File: src/rtl/tct_params.svh
// constants shared by both ends of the hint and credit status link
`ifndef TCT_PARAMS_SVH
`define TCT_PARAMS_SVH

// ---------------------------------------------------------------
// widths of the mirrored hint settings
// ---------------------------------------------------------------
`define TCT_NUM_PF      4
`define TCT_NUM_VF      252
`define TCT_MODE_W      3
`define TCT_PF_MODE_W   12
`define TCT_VF_MODE_W   756

// ---------------------------------------------------------------
// layout of a function's requester control word
// ---------------------------------------------------------------
`define TCT_CTRL_W      9
`define TCT_EN_BIT      8
`define TCT_MODE_LSB    0

// ---------------------------------------------------------------
// availability counts and their lag
// ---------------------------------------------------------------
`define TCT_CNT_W       4
`define TCT_CNT_MAX     4'hF
`define TCT_LAG_CYC     8
`define TCT_POOL_W      8
`define TCT_HDR_INIT    8'h20
`define TCT_PLD_INIT    8'h40
`define TCT_TAG_INIT    8'h20

// ---------------------------------------------------------------
// user end register map (byte offsets) and fields
// ---------------------------------------------------------------
`define TCT_ADDR_W      4
`define TCT_REG_REQ     4'h0
`define TCT_REG_STAT    4'h4
`define TCT_REG_SENT    4'h8
`define TCT_REG_PFHINT  4'hC
`define TCT_REQ_GO_BIT  8
`define TCT_REQ_PEND_BIT 8

`endif

File: src/rtl/tct_pkg.sv
// types shared by both ends of the hint and credit status link
package tct_pkg;
  typedef logic [3:0] tct_avail_t;
  typedef logic [7:0] tct_pool_t;
  typedef logic [2:0] tct_mode_t;
  typedef logic [7:0] tct_recent_t;
endpackage

File: src/rtl/tct_if.sv
// link between the status block and the requesting user logic
`timescale 1ns/1ns
`include "tct_params.svh"
interface tct_if;
  // mirrored hint settings
  logic [`TCT_PF_MODE_W-1:0] pfSteerModeOut;
  logic [`TCT_NUM_PF-1:0]    pfHintReqEnOut;
  logic [`TCT_NUM_VF-1:0]    vfnHintReqEnOut;
  logic [`TCT_VF_MODE_W-1:0] vfnSteerModeOut;
  // availability counts
  logic [`TCT_CNT_W-1:0]     npHeaderCreditAvail;
  logic [`TCT_CNT_W-1:0]     npPayloadCreditAvail;
  logic [`TCT_CNT_W-1:0]     freeRequestTagCount;
  // non-posted requests
  logic                      reqValid;
  logic                      reqReady;
  logic [`TCT_CNT_W-1:0]     reqPayload;

  modport dev (
    output pfSteerModeOut,
    output pfHintReqEnOut,
    output vfnHintReqEnOut,
    output vfnSteerModeOut,
    output npHeaderCreditAvail,
    output npPayloadCreditAvail,
    output freeRequestTagCount,
    output reqReady,
    input  reqValid,
    input  reqPayload
  );

  modport usr (
    input  pfSteerModeOut,
    input  pfHintReqEnOut,
    input  vfnHintReqEnOut,
    input  vfnSteerModeOut,
    input  npHeaderCreditAvail,
    input  npPayloadCreditAvail,
    input  freeRequestTagCount,
    input  reqReady,
    output reqValid,
    output reqPayload
  );
endinterface

File: src/rtl/tct_device.sv
// device end: hint setting mirrors and lagged credit and tag counts
`timescale 1ns/1ns
`include "tct_params.svh"
module tct_device
  import tct_pkg::*;
#(
  parameter int LAG = `TCT_LAG_CYC
) (
  // clock and reset
  input  wire logic                   clk,
  input  wire logic                   rst,
  // link toward the user logic
  tct_if.dev                          link,
  // configuration writes into the requester control words
  input  wire logic                   cfgWe,
  input  wire logic                   cfgIsVf,
  input  wire logic [7:0]             cfgFunc,
  input  wire logic [`TCT_CTRL_W-1:0] cfgData,
  // credit and tag returns from the far side of the link
  input  wire logic                   hdrReturn,
  input  wire logic [`TCT_CNT_W-1:0]  pldReturn,
  input  wire logic                   tagReturn,
  // true pool levels, unlagged
  output logic [`TCT_POOL_W-1:0]      hdrPoolLevel,
  output logic [`TCT_POOL_W-1:0]      pldPoolLevel,
  output logic [`TCT_POOL_W-1:0]      tagPoolLevel
);

  // ---------------------------------------------------------------
  // helpers
  // ---------------------------------------------------------------
  // clamp a pool level into the four-bit report
  function automatic tct_avail_t satCount(input tct_pool_t lvl);
    if (lvl > tct_pool_t'(`TCT_CNT_MAX)) begin
      satCount = `TCT_CNT_MAX;
    end else begin
      satCount = lvl[`TCT_CNT_W-1:0];
    end
  endfunction

  // ---------------------------------------------------------------
  // mirrored requester control fields
  // ---------------------------------------------------------------
  logic [`TCT_NUM_PF-1:0]    pfEn;
  logic [`TCT_PF_MODE_W-1:0] pfMode;
  logic [`TCT_NUM_VF-1:0]    vfEn;
  logic [`TCT_VF_MODE_W-1:0] vfMode;

  // write decode: functions past the implemented range are dropped
  wire       pfHit   = cfgWe && !cfgIsVf
                       && (cfgFunc < 8'(`TCT_NUM_PF));
  wire       vfHit   = cfgWe && cfgIsVf
                       && (cfgFunc < 8'(`TCT_NUM_VF));
  wire       newEn   = cfgData[`TCT_EN_BIT];
  wire tct_mode_t newMode =
    cfgData[`TCT_MODE_LSB +: `TCT_MODE_W];
  wire [1:0] pfIdx   = cfgFunc[1:0];

  // physical function words
  always_ff @(posedge clk or posedge rst) begin
    if (rst) begin
      pfEn   <= '0;
      pfMode <= '0;
    end else if (pfHit) begin
      pfEn[pfIdx]                           <= newEn;
      pfMode[pfIdx*`TCT_MODE_W +: `TCT_MODE_W] <= newMode;
    end
  end

  // virtual function words
  always_ff @(posedge clk or posedge rst) begin
    if (rst) begin
      vfEn   <= '0;
      vfMode <= '0;
    end else if (vfHit) begin
      vfEn[cfgFunc]                            <= newEn;
      vfMode[cfgFunc*`TCT_MODE_W +: `TCT_MODE_W] <= newMode;
    end
  end

  // mirrors come straight from flops, so they only move on a write
  assign link.pfHintReqEnOut  = pfEn;
  assign link.pfSteerModeOut  = pfMode;
  assign link.vfnHintReqEnOut = vfEn;
  assign link.vfnSteerModeOut = vfMode;

  // ---------------------------------------------------------------
  // credit and tag pools
  // ---------------------------------------------------------------
  tct_pool_t hdrPool;
  tct_pool_t pldPool;
  tct_pool_t tagPool;
  tct_pool_t next_hdrPool;
  tct_pool_t next_pldPool;
  tct_pool_t next_tagPool;

  // the request port blocks whenever the true pools cannot cover it
  wire tct_pool_t pldNeed = tct_pool_t'(link.reqPayload);
  wire hdrOk  = (hdrPool != '0);
  wire pldOk  = (pldPool >= pldNeed);
  wire tagOk  = (tagPool != '0);
  assign link.reqReady = hdrOk && pldOk && tagOk;
  wire take   = link.reqValid && link.reqReady;

  // next levels: a take and a return in one cycle both count
  always_comb begin
    next_hdrPool = hdrPool;
    next_pldPool = pldPool;
    next_tagPool = tagPool;
    if (take) begin
      next_hdrPool = next_hdrPool - 8'h01;
      next_pldPool = next_pldPool - pldNeed;
      next_tagPool = next_tagPool - 8'h01;
    end
    if (hdrReturn) begin
      next_hdrPool = next_hdrPool + 8'h01;
    end
    next_pldPool = next_pldPool + tct_pool_t'(pldReturn);
    if (tagReturn) begin
      next_tagPool = next_tagPool + 8'h01;
    end
  end

  // pool registers
  always_ff @(posedge clk or posedge rst) begin
    if (rst) begin
      hdrPool <= `TCT_HDR_INIT;
      pldPool <= `TCT_PLD_INIT;
      tagPool <= `TCT_TAG_INIT;
    end else begin
      hdrPool <= next_hdrPool;
      pldPool <= next_pldPool;
      tagPool <= next_tagPool;
    end
  end

  assign hdrPoolLevel = hdrPool;
  assign pldPoolLevel = pldPool;
  assign tagPoolLevel = tagPool;

  // ---------------------------------------------------------------
  // report pipeline
  // ---------------------------------------------------------------
  // models the status path latency: the reported counts show the
  // pools as they stood LAG cycles ago, so the newest takes are
  // missing and the user end has to correct for them
  tct_pool_t hdrLag [LAG-1];
  tct_pool_t pldLag [LAG-1];
  tct_pool_t tagLag [LAG-1];

  // delay stages, all seeded with the reset levels
  always_ff @(posedge clk or posedge rst) begin
    if (rst) begin
      for (int i = 0; i < LAG-1; i++) begin
        hdrLag[i] <= `TCT_HDR_INIT;
        pldLag[i] <= `TCT_PLD_INIT;
        tagLag[i] <= `TCT_TAG_INIT;
      end
    end else begin
      hdrLag[0] <= hdrPool;
      pldLag[0] <= pldPool;
      tagLag[0] <= tagPool;
      for (int i = 1; i < LAG-1; i++) begin
        hdrLag[i] <= hdrLag[i-1];
        pldLag[i] <= pldLag[i-1];
        tagLag[i] <= tagLag[i-1];
      end
    end
  end

  // ---------------------------------------------------------------
  // saturated reports
  // ---------------------------------------------------------------
  tct_avail_t hdrRep;
  tct_avail_t pldRep;
  tct_avail_t tagRep;

  // last stage; exactly fourteen reads as 1110 and above as 1111
  always_ff @(posedge clk or posedge rst) begin
    if (rst) begin
      hdrRep <= `TCT_CNT_MAX; // every pool starts above fifteen
      pldRep <= `TCT_CNT_MAX;
      tagRep <= `TCT_CNT_MAX;
    end else begin
      hdrRep <= satCount(hdrLag[LAG-2]);
      pldRep <= satCount(pldLag[LAG-2]);
      tagRep <= satCount(tagLag[LAG-2]);
    end
  end

  // reports stay put between clock edges
  assign link.npHeaderCreditAvail  = hdrRep;
  assign link.npPayloadCreditAvail = pldRep;
  assign link.freeRequestTagCount  = tagRep;

endmodule

File: src/flat_wrapper.sv
// flat-port wrapper written by rule: the top's interface ports become plain ports
module tct_device_flat import tct_pkg::*;
#(
  parameter int LAG = `TCT_LAG_CYC
)
  (clk, rst, cfgWe, cfgIsVf, cfgFunc, cfgData, hdrReturn, pldReturn, tagReturn, hdrPoolLevel, pldPoolLevel, tagPoolLevel, link_pfSteerModeOut, link_pfHintReqEnOut, link_vfnHintReqEnOut, link_vfnSteerModeOut, link_npHeaderCreditAvail, link_npPayloadCreditAvail, link_freeRequestTagCount, link_reqReady, link_reqValid, link_reqPayload);
  tct_if link_i ();
  input  wire logic clk;
  input  wire logic rst;
  input  wire logic cfgWe;
  input  wire logic cfgIsVf;
  input  wire logic [7:0] cfgFunc;
  input  wire logic [`TCT_CTRL_W-1:0] cfgData;
  input  wire logic hdrReturn;
  input  wire logic [`TCT_CNT_W-1:0] pldReturn;
  input  wire logic tagReturn;
  output logic [`TCT_POOL_W-1:0] hdrPoolLevel;
  output logic [`TCT_POOL_W-1:0] pldPoolLevel;
  output logic [`TCT_POOL_W-1:0] tagPoolLevel;
  output wire logic [$bits(link_i.pfSteerModeOut)-1:0] link_pfSteerModeOut;
  output wire logic [$bits(link_i.pfHintReqEnOut)-1:0] link_pfHintReqEnOut;
  output wire logic [$bits(link_i.vfnHintReqEnOut)-1:0] link_vfnHintReqEnOut;
  output wire logic [$bits(link_i.vfnSteerModeOut)-1:0] link_vfnSteerModeOut;
  output wire logic [$bits(link_i.npHeaderCreditAvail)-1:0] link_npHeaderCreditAvail;
  output wire logic [$bits(link_i.npPayloadCreditAvail)-1:0] link_npPayloadCreditAvail;
  output wire logic [$bits(link_i.freeRequestTagCount)-1:0] link_freeRequestTagCount;
  output wire logic [$bits(link_i.reqReady)-1:0] link_reqReady;
  input wire logic [$bits(link_i.reqValid)-1:0] link_reqValid;
  input wire logic [$bits(link_i.reqPayload)-1:0] link_reqPayload;
  assign link_pfSteerModeOut = link_i.pfSteerModeOut;
  assign link_pfHintReqEnOut = link_i.pfHintReqEnOut;
  assign link_vfnHintReqEnOut = link_i.vfnHintReqEnOut;
  assign link_vfnSteerModeOut = link_i.vfnSteerModeOut;
  assign link_npHeaderCreditAvail = link_i.npHeaderCreditAvail;
  assign link_npPayloadCreditAvail = link_i.npPayloadCreditAvail;
  assign link_freeRequestTagCount = link_i.freeRequestTagCount;
  assign link_reqReady = link_i.reqReady;
  assign link_i.reqValid = link_reqValid;
  assign link_i.reqPayload = link_reqPayload;
  tct_device #(.LAG(LAG)) u_core (.clk(clk), .rst(rst), .link(link_i), .cfgWe(cfgWe), .cfgIsVf(cfgIsVf), .cfgFunc(cfgFunc), .cfgData(cfgData), .hdrReturn(hdrReturn), .pldReturn(pldReturn), .tagReturn(tagReturn), .hdrPoolLevel(hdrPoolLevel), .pldPoolLevel(pldPoolLevel), .tagPoolLevel(tagPoolLevel));
endmodule
File: config.mk
export PLATFORM = sky130hd
export DESIGN_NAME = tct_device_flat
export DESIGN_NICKNAME = d
export VERILOG_FILES = /design/src/rtl/tct_pkg.sv /design/src/rtl/tct_if.sv /design/src/rtl/tct_device.sv /design/src/flat_wrapper.sv
export VERILOG_INCLUDE_DIRS = /design/src /design/src/rtl
export SDC_FILE = /design/constraint.sdc
export NUM_CORES = 2
export LEC_CHECK = 0
export ABC_AREA = 1
export BUFFER_PORTS_ARGS = -buffer_cell sky130_fd_sc_hd__buf_2
export CAP_MARGIN = 0
export CELL_PAD_IN_SITES_DETAIL_PLACEMENT = 1
export CELL_PAD_IN_SITES_GLOBAL_PLACEMENT = 2
export CORE_AREA = 2 2 431 433
export DETAILED_ROUTE_END_ITERATION = 6
export DIE_AREA = 0 0 433 435
export PLACE_DENSITY_LB_ADDON = 0.1
export SETUP_SLACK_MARGIN = 0.5
export SKIP_LAST_GASP = 1
export SLEW_MARGIN = 10
export SYNTH_ARGS = -nofsm -noshare
export SYNTH_HDL_FRONTEND = slang
export SYNTH_SLANG_ARGS = --single-unit
File: constraint.sdc
create_clock -name clk -period 119.2 [get_ports clk]
set_input_delay 23.84 -clock clk [delete_from_list [all_inputs] [get_ports clk]]
set_output_delay 23.84 -clock clk [all_outputs]
set_load 0.02 [all_outputs]
==> summary.md <==
| Metric | Value |
|---|---|
| H-tree depth | 4 |
| First-pass GRT wire length | 314000 um |
| Worst setup EP type | output pin |
| Total negative slack | 0 ps |
| Post-synthesis cell area | 0.04754 mm^2 |
| Max-slew headroom | 22.35% |
| Ys flop type | dfrtp_1 |
| Synth warnings | 0 |
| Hold WC Path Type | flip-flop to flip-flop |
| Crit path DAT | 25470 ps |
| Synth top area share | 62.75% |
| Max VDD drop | 15.42 uV |
| Initial Util | 25.83% |
| Antenna violations before repair | 13 |
| CTS resizes | 0 |
| Hold_buf cts | 0 |
| Total Nets Final | 6086 |
| Vias in the first global route | 40.56k |
| Slew @ Worst Pin | 1160 ps |
| Antenna viol nets, final | 0 |
| Syn_nets | 4969 |
| Clock sinks | 1228 |
| Worst flop-to-flop path startpoint | u_core.pldPoolLevel[0] |
| Total wire length | 221900 um |
| Port bufs | 1087 |
| Leakage | 0.02996 uW |
| Core area | 0.1840 mm^2 |
| GP Congestion | 0.8157 |
| Hold WS | 340.6 ps |
| DR WL/cell | 25.70 um |
| Largest buffer count on any clock path | 3 |
| DRC viols | 0 |
| Most common cell after layout, fill and taps aside | nand2_1 |
| Final Skew | 27.74 ps |
| Most frequent cells in the layout | 1284 x nand2_1, 1192 x dfrtp_1, 1087 x buf_2 |
| Netlist cell types | 42 |
| Detail Placement HPWL | 163600 um |
| Via count | 39.62k |
| Number of post-CTS setup repair buffers | 0 |
| Area growth from synthesis to layout | 28.20% |
| Pin count of the biggest net entering global routing | 176 |
| CTS tree | built |
| Via/cell ratio | 4.587 |
| Number of synthesized register bits | 1228 |
| Root Buffer | clkbuf_16 |
| CP startpoint kind | primary input |
| Critical Path Fanout Max | 8 |
| Drt pass-1 iters | 5 |
| Cts bufs inserted | 151 |
| Post-Synth Adder-Cell Area | 0.5843% |
| Worst-skew pair later-pin latency | 810 ps |
| Die X | 433 um |
| Hold path startpoint | u_core.pldLag[33] |
| Post-synth top area cell | dfrtp_1 |
| Simple-gate share of the synthesized area | 15.88% |
| Final Hold Fails | 0 |
| Kind of critical path | primary input to output pin |
| Reg2Reg Capture Point | u_core.pldPoolLevel[6] |
| Largest family of logic cells by synthesized area | simple AND/OR/NAND/NOR gates |
| I/O pin count | 1093 |
| Outcome | finished clean |
| Worst Setup SP | link_reqPayload[0] |
| Clock transition at the registers of the reported paths | 60 ps |
| Fraction of registers with async set/reset | 100.0% |
| WHS Path Cells | 0 |
| Unrepaired setup endpoints after global routing | no |
| DIE AREA | 0.1884 mm^2 |
| Layout cell share with drive strength beyond 1 | 24.31% |
| Synth Area in XOR/XNOR | 0.6080% |
| Number of synthesized flops with an enable pin | 0 |
| Final Slew Violations | 0 |
| MaxCap Viol Count | 0 |
| FF-to-FF path depth | 20 |
| Initial DRC Count | 2445 |
| Fin crit period | 49310 ps |
| Row count | 158 |
| Crit share post-route | 41.37% |
| Chip height | 435 um |
| Fmax | 20.28 MHz |
| Synth top area cells | dfrtp_1 63%, nand2_1 10%, o21ai_0 8.0%, nor2_1 4.2%, a21oi_1 2.1% |
| Multiplexer share of the synthesized area | 0.3764% |
| Setup slack, reg-to-reg | 115370 ps |
| Power Density | 17.31 mW/mm^2 |
| Total track usage | 23.24% |
| Cell count after synthesis | 4916 |
| Synth Area in Compound Gates | 14.01% |
| Syn avg cell area | 9.670 um^2 |
| WHS Endpoint | u_core.pldLag[25] |
| Final setup fails | 0 |
| Critical path data required time | 95360 ps |
| Grt ovf | 0 |
| Seq/Total Area, Yosys | 64.74% |
[logic make-up (layout without fill, tap and decap cells)]
kind of cell	after synthesis	in the layout
compound gates	1231	1231
xor+xnor	30	30
fa+ha+maj	21	21
buf+inv	462	1699
flops	1228	1228
mux	16	16
other cells	0	3
simple gates	1928	1928
[routing by layer]
| layer | GRT usage [%] | vias up | share of wire [%] | wire, um |
|---|---|---|---|---|
| met2 | 40.07 | 939 | 50 | 110500 |
| met4 | 9.508 | 0 | 4.3 | 9567 |
| met5 | 0 | - | 0 | 0 |
| met3 | 5.271 | 307 | 5.3 | 11730 |
| met1 | 27.77 | 20000 | 41 | 90080 |
| li1 | - | 18370 | - | - |
[report_power, final]
part	total [uW]	internal, uW	switching, uW
Combinational	104	27.7	76.0
Clock	477	283	195
Sequential	474	457	16.8
[worst max-delay path: stages]
cell and delay (ps):
buf_2 80, ha_1 160, inv_1 60, fa_1 400, inv_1 100, nor2_1 50, nor2_1 150, nand2_1 270
nand2_1 160, inv_1 40, buf_2 150
[cell type report]
| cell class | count | area (um^2) |
|---|---|---|
| well taps | 2480 | 3103 |
| clock inverters | 48 | 715.7 |
| repair buffers | 1141 | 5871 |
| inverters | 285 | 1089 |
| multi-input cells | 3226 | 14990 |
| flip-flops and latches | 1228 | 30770 |
| diodes | 3 | 7.507 |
| fillers | 21330 | 123100 |
| clock buffers | 225 | 4398 |
[how the worst max path moves through the flow]
stage / endpoint / slack [ps] / depth (start not counted)
after global placement: link_reqReady / 69830 / 11
after detailed placement: link_reqReady / 69850 / 11
after CTS: link_reqReady / 69820 / 11
final: link_reqReady / 69890 / 11
after global routing: link_reqReady / 69690 / 11
after floorplan: u_core.hdrLag[0] / 60820 / 1
[state kept, by name, indices dropped and copies added (netlist names)]
name                              flops
u_core.link.vfnHintReqEnOut         252
u_core.pldPoolLevel                   8
u_core.tagLag                        56
u_core.link.pfHintReqEnOut            4
u_core.pldLag                        56
u_core.link.npPayloadCreditAvail      4
u_core.link.pfSteerModeOut           12
u_core.hdrLag                        56
u_core.tagPoolLevel                   8
u_core.link.vfnSteerModeOut         756
u_core.hdrPoolLevel                   8
u_core.link.npHeaderCreditAvail       4
u_core.link.freeRequestTagCount       4
[metrics by stage]
| step | cell area, um^2 | power, uW | utilization, % | setup WS (ps) | cells |
|---|---|---|---|---|---|
| 4_1_cts | 60940 | 1074 | 33.11 | 69820 | 8633 |
| 2_1_floorplan | 47540 | 544.9 | - | 60820 | 4916 |
| 3_5_place_dp | 55820 | 588.7 | 30.33 | 69850 | 8360 |
| 6_report | 60940 | 1055 | 33.11 | 69890 | 8636 |
| 3_3_place_gp | 55820 | 586.2 | 30.33 | 69830 | 8360 |
| 5_1_grt | 60940 | 1103 | 33.11 | 69690 | 8634 |
[synthesized netlist by cell type, types with 3 or more instances]
cell type and count:
o21ai_0 761, o21a_1 129, xnor2_1 8, nand2_2 7
o31ai_1 13, ha_1 19, clkinv_1 12, a21oi_1 204
dfrtp_1 1192, buf_1 29, nand4_1 18, dfstp_2 36
nor2_4 3, buf_2 44, nand2_1 1285, o21ai_1 17
nor3_1 12, nand3_1 36, buf_4 3, nor4_1 4
inv_2 21, mux2_2 15, nor3_2 16, xor2_1 20
clkbuf_1 100, nor2_2 13, a31oi_1 102, nor2_1 530
inv_1 252
Power figures use the tool's default switching activity.
